<file path="src/power_ctrl_pkg.sv">
// Constants, register map and state encodings of the low-power controller
package power_ctrl_pkg;

  // ****************************************************************
  // Register map (byte addresses, one aligned word each)
  // ****************************************************************
  localparam logic [7:0] ADDR_CTRL    = 8'h00; // Mode and clock control
  localparam logic [7:0] ADDR_STATUS  = 8'h04; // State and reset causes
  localparam logic [7:0] ADDR_RISE    = 8'h08; // Rising edge enables
  localparam logic [7:0] ADDR_FALL    = 8'h0c; // Falling edge enables
  localparam logic [7:0] ADDR_MASK    = 8'h10; // Line unmask bits
  localparam logic [7:0] ADDR_PENDING = 8'h14; // Pending flags, W1C
  localparam logic [7:0] ADDR_AWU     = 8'h18; // Auto-wake period
  localparam logic [7:0] ADDR_ROUTE   = 8'h1c; // Pin routing, 2b/line

  // ****************************************************************
  // Field positions
  // ****************************************************************
  localparam int CTRL_DEEP_SLEEP = 0;  // Deep sleep select
  localparam int CTRL_POWER_DOWN_DEEP_SELECT       = 1;  // Power down deep select
  localparam int CTRL_CLK_LO     = 2;  // Clock source select [3:2]
  localparam int CTRL_PRE_LO     = 4;  // Bus prescaler [7:4]
  localparam int CTRL_AWU_EN     = 8;  // Auto-wake enable
  localparam int CTRL_W          = 9;
  localparam int ST_FLAG_LO      = 4;  // Reset cause flags [7:4]
  localparam int ST_OV_LEVEL     = 8;  // Live over-voltage compare

  // ****************************************************************
  // Sizes and reset values
  // ****************************************************************
  localparam int LINES     = 20;       // Edge detector count
  localparam int PIN_LINES = 16;       // Lines fed from I/O pins
  localparam int PINS      = 36;       // General I/O pins
  localparam int AWU_W     = 16;       // Auto-wake counter width
  localparam int LINE_AWU  = 16;       // Auto-wake line
  localparam int LINE_USB  = 17;       // USB wake line
  localparam int LINE_PD   = 18;       // Power-delivery wake line
  localparam int LINE_AUX  = 19;       // Spare wake line
  localparam logic [4:0] MULT_FACTOR = 5'h12; // Multiplier, 18x
  localparam logic [CTRL_W-1:0] CTRL_RST = 9'h000;
  localparam logic [AWU_W-1:0]  AWU_RST  = 16'hffff;

  // Clock source codes
  localparam logic [1:0] CLK_FAST_INT = 2'h0; // Fast internal osc
  localparam logic [1:0] CLK_EXT_FAST = 2'h1; // External fast osc
  localparam logic [1:0] CLK_MULT     = 2'h2; // Through multiplier

  // Power states, one-hot
  typedef enum logic [3:0] {
    ST_RUN     = 4'h1,
    ST_SLEEP   = 4'h2,
    ST_STOP    = 4'h4,
    ST_STANDBY = 4'h8
  } power_state_t;

endpackage

</file>
<file path="src/low_power_reset_wakeup_ctrl.sv">
// Power-mode sequencing, reset gathering and wake-up event detection
// Notes on behaviour
// - Sleep stops only processor clock
// - Any interrupt or event ends sleep
// - Stop gates fast clocks, holds state, I/O
// - Deep wake selects fast internal oscillator
// - Standby is stop plus regulator low power
// - Standby exits on reset pin, event lines
// - Supply below threshold forces system reset
// - Over-temperature forces system reset
// - Over-voltage pin resets, stays readable
// - Regulator on after reset, low only standby
// - Auto-wake runs from slow oscillator
// - Bus clock source, 18x multiplier, prescaler
// - Twenty edge lines, edge select, mask, pending
// - Short pulses must still be caught
// - 36 pins routed to 16 lines
`timescale 1ns/10ps
`default_nettype none
module low_power_reset_wakeup_ctrl (
  input  wire logic        clock,
  input  wire logic        rst_b,
  // APB slave
  input  wire logic        psel,
  input  wire logic        penable,
  input  wire logic        pwrite,
  input  wire logic [7:0]  paddr,
  input  wire logic [31:0] pwdata,
  output logic             pready,
  output logic             pslverr,
  output logic [31:0]      prdata,
  // Processor side
  input  wire logic        wait_instr,
  input  wire logic        irq_in,
  // Wake and reset sources
  input  wire logic [35:0] gpio_in,
  input  wire logic        usb_wake,
  input  wire logic        pd_wake,
  input  wire logic        aux_wake,
  input  wire logic        slow_internal_osc_tick,
  input  wire logic        ext_reset_pin_b,
  input  wire logic        supply_above_threshold,
  input  wire logic        over_temp,
  input  wire logic        over_voltage_guard,
  // Power and clock controls
  output logic             cpu_clk_en,
  output logic             periph_clk_en,
  output logic             fast_internal_osc_en,
  output logic             external_fast_osc_en,
  output logic             multiplier_en,
  output logic [1:0]       system_bus_clock_sel,
  output logic [3:0]       bus_prescale,
  output logic [4:0]       mult_factor,
  output logic             io_hold,
  output logic             core_reg_on,
  output logic             reg_low_power,
  output logic             sys_reset_b,
  output logic [19:0]      wake_event
);

  // ****************************************************************
  // Registers and state
  // ****************************************************************
  localparam int L = power_ctrl_pkg::LINES;
  logic [power_ctrl_pkg::CTRL_W-1:0] ctrl;     // Control word
  logic [L-1:0]                 rise_en;       // Rising edge enables
  logic [L-1:0]                 fall_en;       // Falling edge enables
  logic [L-1:0]                 mask;          // 1 lets a line through
  logic [L-1:0]                 pending;       // Sticky requests
  logic [power_ctrl_pkg::AWU_W-1:0] awu_period; // Auto-wake period
  logic [power_ctrl_pkg::AWU_W-1:0] awu_count;  // Auto-wake counter
  logic [31:0]                  route;         // Pin group per line
  logic [3:0]                   rst_flag;      // Reset cause flags
  logic [L-1:0]                 line;          // Line levels
  logic [L-1:0]                 line_prev;     // Previous line levels
  logic [L-1:0]                 edge_set;      // Detected edges
  logic                         awu_evt;       // Auto-wake pulse
  logic [3:0]                   rst_cause;     // Live reset causes
  logic                         deep_wake;     // Wake from stop/standby
  power_ctrl_pkg::power_state_t state;
  power_ctrl_pkg::power_state_t next_state;

  // APB strobes
  logic wr;
  logic setup;
  assign wr    = psel && penable && pwrite;
  assign setup = psel && !penable;

  // ****************************************************************
  // Event lines and edge detection
  // ****************************************************************
  genvar g;
  generate
    for (g = 0; g < L; g++) begin : g_line
      if (g < power_ctrl_pkg::PIN_LINES) begin : g_pin
        // Pin g, g+16 or g+32; the third group has only four pins
        always_comb begin
          case (route[2*g +: 2])
            2'h1:    line[g] = gpio_in[g+16];
            2'h2:    line[g] = (g + 32 < power_ctrl_pkg::PINS) ?
                               gpio_in[(g+32) % power_ctrl_pkg::PINS] :
                               1'b0;
            default: line[g] = gpio_in[g];
          endcase
        end
      end
      // Edge seen against the previous sample, so a pulse one clock
      // wide is caught; narrower pulses need the pad latch upstream
      assign edge_set[g] = mask[g] &&
        ((rise_en[g] && line[g] && !line_prev[g]) ||
         (fall_en[g] && !line[g] && line_prev[g]));
    end
  endgenerate
  assign line[power_ctrl_pkg::LINE_AWU] = awu_evt;
  assign line[power_ctrl_pkg::LINE_USB] = usb_wake;
  assign line[power_ctrl_pkg::LINE_PD]  = pd_wake;
  assign line[power_ctrl_pkg::LINE_AUX] = aux_wake;

  // Line history for the detectors
  always_ff @(posedge clock or negedge rst_b) begin
    if (!rst_b) begin
      line_prev <= '0;
    end else begin
      line_prev <= line;
    end
  end

  // Pending flags: a new edge wins over a software clear
  always_ff @(posedge clock or negedge rst_b) begin
    if (!rst_b) begin
      pending <= '0;
    end else if (wr && paddr == power_ctrl_pkg::ADDR_PENDING) begin
      pending <= (pending & ~pwdata[L-1:0]) | edge_set;
    end else begin
      pending <= pending | edge_set;
    end
  end
  assign wake_event = edge_set;

  // ****************************************************************
  // Auto-wake unit
  // ****************************************************************
  // Counts slow oscillator ticks, so it runs while fast clocks are off
  always_ff @(posedge clock or negedge rst_b) begin
    if (!rst_b) begin
      awu_count <= '0;
      awu_evt   <= 1'b0;
    end else begin
      awu_evt <= 1'b0;
      if (!ctrl[power_ctrl_pkg::CTRL_AWU_EN]) begin
        awu_count <= '0;
      end else if (slow_internal_osc_tick) begin
        if (awu_count == awu_period) begin
          awu_count <= '0;
          awu_evt   <= 1'b1;
        end else begin
          awu_count <= awu_count + 1'b1;
        end
      end
    end
  end

  // ****************************************************************
  // Power state machine
  // ****************************************************************
  // Deep modes only listen to event lines; sleep also to interrupts
  assign deep_wake = |(pending | edge_set);

  always_comb begin
    next_state = state;
    case (state)
      power_ctrl_pkg::ST_RUN: begin
        // The core sets the select bits before waiting
        if (wait_instr) begin
          if (!ctrl[power_ctrl_pkg::CTRL_DEEP_SLEEP]) begin
            next_state = power_ctrl_pkg::ST_SLEEP;
          end else if (ctrl[power_ctrl_pkg::CTRL_POWER_DOWN_DEEP_SELECT]) begin
            next_state = power_ctrl_pkg::ST_STANDBY;
          end else begin
            next_state = power_ctrl_pkg::ST_STOP;
          end
        end
      end
      power_ctrl_pkg::ST_SLEEP: begin
        if (irq_in || deep_wake) begin
          next_state = power_ctrl_pkg::ST_RUN;
        end
      end
      power_ctrl_pkg::ST_STOP,
      power_ctrl_pkg::ST_STANDBY: begin
        if (deep_wake) begin
          next_state = power_ctrl_pkg::ST_RUN;
        end
      end
      default: next_state = power_ctrl_pkg::ST_RUN;
    endcase
  end

  // State register; the reset pin exit comes through rst_b
  always_ff @(posedge clock or negedge rst_b) begin
    if (!rst_b) begin
      state <= power_ctrl_pkg::ST_RUN;
    end else begin
      state <= next_state;
    end
  end

  // ****************************************************************
  // Clock, regulator and hold outputs
  // ****************************************************************
  always_comb begin
    cpu_clk_en    = (state == power_ctrl_pkg::ST_RUN);
    periph_clk_en = (state == power_ctrl_pkg::ST_RUN) ||
                    (state == power_ctrl_pkg::ST_SLEEP);
    io_hold       = (state == power_ctrl_pkg::ST_STOP) ||
                    (state == power_ctrl_pkg::ST_STANDBY);
    reg_low_power = (state == power_ctrl_pkg::ST_STANDBY);
    // Whole fast domain goes down in both deep modes
    fast_internal_osc_en = !io_hold;
    external_fast_osc_en = !io_hold && system_bus_clock_sel ==
                           power_ctrl_pkg::CLK_EXT_FAST;
    multiplier_en        = !io_hold && system_bus_clock_sel ==
                           power_ctrl_pkg::CLK_MULT;
  end
  assign system_bus_clock_sel =
    ctrl[power_ctrl_pkg::CTRL_CLK_LO +: 2];
  assign bus_prescale = ctrl[power_ctrl_pkg::CTRL_PRE_LO +: 4];
  assign mult_factor  = power_ctrl_pkg::MULT_FACTOR;

  // Regulator comes up on after every reset
  always_ff @(posedge clock or negedge rst_b) begin
    if (!rst_b) begin
      core_reg_on <= 1'b0;
    end else begin
      core_reg_on <= 1'b1;
    end
  end

  // ****************************************************************
  // Reset gathering
  // ****************************************************************
  assign rst_cause = {!ext_reset_pin_b, over_voltage_guard, over_temp,
                      !supply_above_threshold};

  // System reset is held while any cause stands and while rst_b is low;
  // after rst_b rises, a cause at power-up is seen from the first edge
  always_ff @(posedge clock or negedge rst_b) begin
    if (!rst_b) begin
      sys_reset_b <= 1'b0;
    end else begin
      sys_reset_b <= !(|rst_cause);
    end
  end

  // Sticky cause flags, write one to clear, set wins
  always_ff @(posedge clock or negedge rst_b) begin
    if (!rst_b) begin
      rst_flag <= '0;
    end else if (wr && paddr == power_ctrl_pkg::ADDR_STATUS) begin
      rst_flag <= (rst_flag &
                   ~pwdata[power_ctrl_pkg::ST_FLAG_LO +: 4]) | rst_cause;
    end else begin
      rst_flag <= rst_flag | rst_cause;
    end
  end

  // ****************************************************************
  // APB register file
  // ****************************************************************
  // Writes land at the access edge; clock select falls back on a wake from stop or standby
  always_ff @(posedge clock or negedge rst_b) begin
    if (!rst_b) begin
      ctrl       <= power_ctrl_pkg::CTRL_RST;
      rise_en    <= '0;
      fall_en    <= '0;
      mask       <= '0;
      awu_period <= power_ctrl_pkg::AWU_RST;
      route      <= '0;
    end else begin
      if (wr) begin
        case (paddr)
          power_ctrl_pkg::ADDR_CTRL:  ctrl <= pwdata[8:0];
          power_ctrl_pkg::ADDR_RISE:  rise_en <= pwdata[L-1:0];
          power_ctrl_pkg::ADDR_FALL:  fall_en <= pwdata[L-1:0];
          power_ctrl_pkg::ADDR_MASK:  mask <= pwdata[L-1:0];
          power_ctrl_pkg::ADDR_AWU:   awu_period <= pwdata[15:0];
          power_ctrl_pkg::ADDR_ROUTE: route <= pwdata;
          default: ;
        endcase
      end
      if (io_hold && next_state == power_ctrl_pkg::ST_RUN) begin
        ctrl[power_ctrl_pkg::CTRL_CLK_LO +: 2] <=
          power_ctrl_pkg::CLK_FAST_INT;
      end
    end
  end

  // Read data captured in the setup cycle, shown in the access cycle
  always_ff @(posedge clock or negedge rst_b) begin
    if (!rst_b) begin
      prdata  <= '0;
      pslverr <= 1'b0;
    end else if (setup) begin
      pslverr <= paddr > power_ctrl_pkg::ADDR_ROUTE || paddr[1:0] != 2'h0;
      case (paddr)
        power_ctrl_pkg::ADDR_CTRL:    prdata <= {23'h0, ctrl};
        power_ctrl_pkg::ADDR_STATUS:  prdata <= {23'h0,
                                          over_voltage_guard,
                                          rst_flag, state};
        power_ctrl_pkg::ADDR_RISE:    prdata <= {12'h0, rise_en};
        power_ctrl_pkg::ADDR_FALL:    prdata <= {12'h0, fall_en};
        power_ctrl_pkg::ADDR_MASK:    prdata <= {12'h0, mask};
        power_ctrl_pkg::ADDR_PENDING: prdata <= {12'h0, pending};
        power_ctrl_pkg::ADDR_AWU:     prdata <= {16'h0, awu_period};
        power_ctrl_pkg::ADDR_ROUTE:   prdata <= route;
        default:                      prdata <= '0;
      endcase
    end
  end
  assign pready = 1'b1;
endmodule
`default_nettype wire

</file>
<file path="config.mk">
export PLATFORM = sky130hd
export DESIGN_NAME = low_power_reset_wakeup_ctrl
export DESIGN_NICKNAME = d
export VERILOG_FILES = /design/src/power_ctrl_pkg.sv /design/src/low_power_reset_wakeup_ctrl.sv
export SDC_FILE = /design/constraint.sdc
export NUM_CORES = 1
export LEC_CHECK = 0
export ABC_AREA = 1
export BUFFER_PORTS_ARGS = -buffer_cell sky130_fd_sc_hd__buf_2
export CAP_MARGIN = 20
export CORE_MARGIN = 2
export CORE_UTILIZATION = 50
export CTS_CLUSTER_SIZE = 14
export DETAILED_ROUTE_END_ITERATION = 8
export PLACE_DENSITY = 0.74
export RECOVER_POWER = 25
export SLEW_MARGIN = 10
export SYNTH_ARGS = -nofsm -noshare
export SYNTH_HDL_FRONTEND = slang
export SYNTH_SLANG_ARGS = --single-unit
</file>
<file path="constraint.sdc">
create_clock -name clock -period 2.1 [get_ports clock]
set_clock_uncertainty 0.05 [all_clocks]
set_input_delay 0.21 -clock clock [delete_from_list [all_inputs] [get_ports clock]]
set_output_delay 0.21 -clock clock [all_outputs]
set_load 0.01 [all_outputs]
</file>
==> run metrics <==
outcome=finished, violations left; violated checks=negative setup slack; Mapped Area=about 11000 sq um; overall global routing resource usage=0.2882; CP Buf/Inv Count=3; share of layout cells above drive strength 1=0.2814; RSZ-0062 raised after global routing=true; Starting Density=0.5075; top post-synthesis cells by area=dfrtp_1 47%, nand2_1 14%, o21ai_0 6.7%; cells along the critical path=ha_4 -> nand3b_1 -> nand2_1 -> nand2_1 -> nand3_2 -> buf_6 -> inv_2 -> buf_6; synth cell count leaders=403 x nand2_1, 200 x dfrtp_1, 164 x inv_1, 142 x o21ai_0, 65 x nor2_1; initial antenna violation count=0; min cycle time layout=about 2.2 ns; crit share post-route=1.034; share of the synthesized area in the top cell type=0.4706; Async SR Flop Fraction=1.000; Worst-path clk slew=approximately 0.060 ns; CTS tree=built; post-synthesis cell type count=43; clock insertion delay at the later pin of the skew report=between 0.5 and 0.6 ns; Slowest cell on crit path=dfrtp_1; # H-tree levels=1; fin area=14170 sq um; max-slew violation count=0; Final setup viols=5; top-count cell post-synth=nand2_1; Top Family by Delay on Critical Path=simple AND/OR/NAND/NOR gates; pwr/cell area=approximately 700 nW/um^2; Detail Placement HPWL=around 22 mm; area growth from synthesis to layout=33.27%; Total Wirelength=roughly 34 mm; TritonCTS Sinks=217; CTS Buf Count=24; port bufs=158; Area after DPL=11830 sq um; Critical Path RT=about 1.8 ns; critical path arrival=1.91 ns; Filler Cell Count=approximately 1700; largest net degree at the start of global routing=just under 90; die span in x=about 150 um; HP Class=in2reg; endpoints failing hold=0; initial drt markers=1057; clk buf depth=3; Vias/cell=5.412; max cap viols=0; sequential cell area=~5500 sq um; VDD IR max=about 0.55 mV; Die Ht=roughly 150 um; Final Wtd Congestion=approximately 0.93; antenna fix cells=0; core area=approximately 21000 sq um; Die Area=about 22000 sq um; CP Max Fanout=2; Synth Flop Type=dfrtp_1; Max Freq=between 400 and 500 MHz; Avg Inst Size Synth=roughly 8.1 sq um; total iterations of the first detailed-routing run=5; critical path class=reg2out; Seq/Total Area, Yosys=0.5126; worst slew pin tran=between 1 and 1.5 ns; synth warn=0; Mapped Cells=~1300; Final ANT Viol Nets=0; Residual DRC=0; Synth Register Bits=~220; post-synth top area cell=dfrtp_1; Leak=7.144 nW; crit-path max cell delay=~0.42 ns; EDFF count, synth=0; Nets=1700; Congestion Overflow GR=0; number of global-route vias before repair=around 10000; row cnt=between 50 and 60; worst setup margin=-0.07066 ns; crit start category=flop; final core occ=0.6763; routed len/inst=17.83 um; first-pass GRT wire length=about 51 mm; slew margin rel.=0.2874; Multi-input gate area=approximately 4800 sq um; io pins=approximately 170; element type at the critical path end=primary output; CTS root buf=clkbuf_16; DR vias=approximately 10000; Setup TNS=-0.2140 ns
## power by group
part	leakage, nW	switching [W]	internal, W
registers	2.81	0.0000991	0.00431
logic	3.90	0.000533	0.000338
clock network	0.430	0.00178	0.00278
## logic make-up after synthesis
logic type               Yosys count  synth area share
AND/OR/NAND/NOR                  586            0.2293
AO/OA/AOI/OAI                    248            0.1305
buffers and inverters            224           0.08730
flip-flops                       217            0.5126
adder cells (fa/ha/maj)           21           0.02471
XOR/XNOR                          18           0.01483
other                              2         0.0007062
## sequential cells by signal, summed over array words and instances (netlist names)
| name | count |
|---|---|
| awu_count | 16 |
| awu_evt | 1 |
| awu_period | 16 |
| core_reg_on | 1 |
| ctrl | 9 |
| fall_en | 20 |
| line_prev | 20 |
| mask | 20 |
| pending | 20 |
| prdata | 32 |
| pslverr | 1 |
| rise_en | 20 |
| route | 32 |
| rst_flag | 4 |
| state | 4 |
| sys_reset_b | 1 |
## placed cells by master (no fill, tap or decap), drive strengths merged
cell	instances
nor3	23
o2bb2ai	7
o2111ai	4
o2111a	1
conb	7
o22ai	8
o21bai	1
dfrtp	200
o31ai	14
a211oi	4
clkinv	9
or2	4
a21oi	32
xor2	13
a32o	1
bufinv	3
xnor2	5
ha	21
nand3b	3
nand2	412
nand4	11
clkinvlp	1
a22o	3
dfstp	17
inv	170
nand3	62
dlygate4sd3	53
o21ai	164
nor2	71
a31oi	1
buf	233
o211ai	8
clkbuf	40
## routing by layer
metal  track usage  vias up  share of wire
met3       0.03506       76          0.081
met4       0.09198        0          0.029
met2        0.4897      468           0.49
met1        0.3865     4877           0.40
met5             0        -              0
li1              -     4759              -
## final timing paths
check                           cells past startpoint       endpoint       start  slack (ns)
worst max-delay path                                8  wake_event[9]   route[18]       -0.07
worst min-delay path                                3      route[11]  pwdata[11]        0.01
worst max register to register                     12       state[0]   route[18]        0.01
worst min register to register                      0  line_prev[16]     awu_evt        0.34
max in group asynchronous                           3       route[3]       rst_b        0.44
min in group asynchronous                           2     prdata[18]       rst_b        0.36
## metrics by stage
step	total power [W]	hold slack [ns]	worst slack, ns	std cells
after detailed placement	0.005158	0.06570	-0.05160	1736
after global routing	0.01014	0.01275	-0.1064	1881
after CTS	0.009787	0.004838	-0.03390	1863
after floorplan	0.004801	-0.1356	0.3174	1321
final	0.009837	0.009681	-0.07066	1881
after global placement	0.005135	0.05810	0.04021	1736
## layout make-up
cell class | instances | share of cell area
clock inverters | 11 | 0.009623
flip-flops and latches | 217 | 0.3847
repair buffers | 293 | 0.1473
clock buffers | 33 | 0.05121
multi-input cells | 880 | 0.3366
well taps | 275 | 0.02428
inverters | 172 | 0.04617
## worst register-to-register path: cells and delay by family, from the launching register on
kind          cells  cell delay [ns]
simple gates     11             1.26
fa+ha+maj         1             0.27
flops             1             0.42
## what timing repair did
item / in CTS / in global routing
pin swaps: 35 / 43
resized for setup: 68 / 92
hold buffers: 53 / 0
endpoints found under the hold margin: 248 / 0
cloned: 0 / 0
endpoints found under the setup margin: 21 / 27
setup buffers: 33 / 19
(Power assumes the default switching activity.)
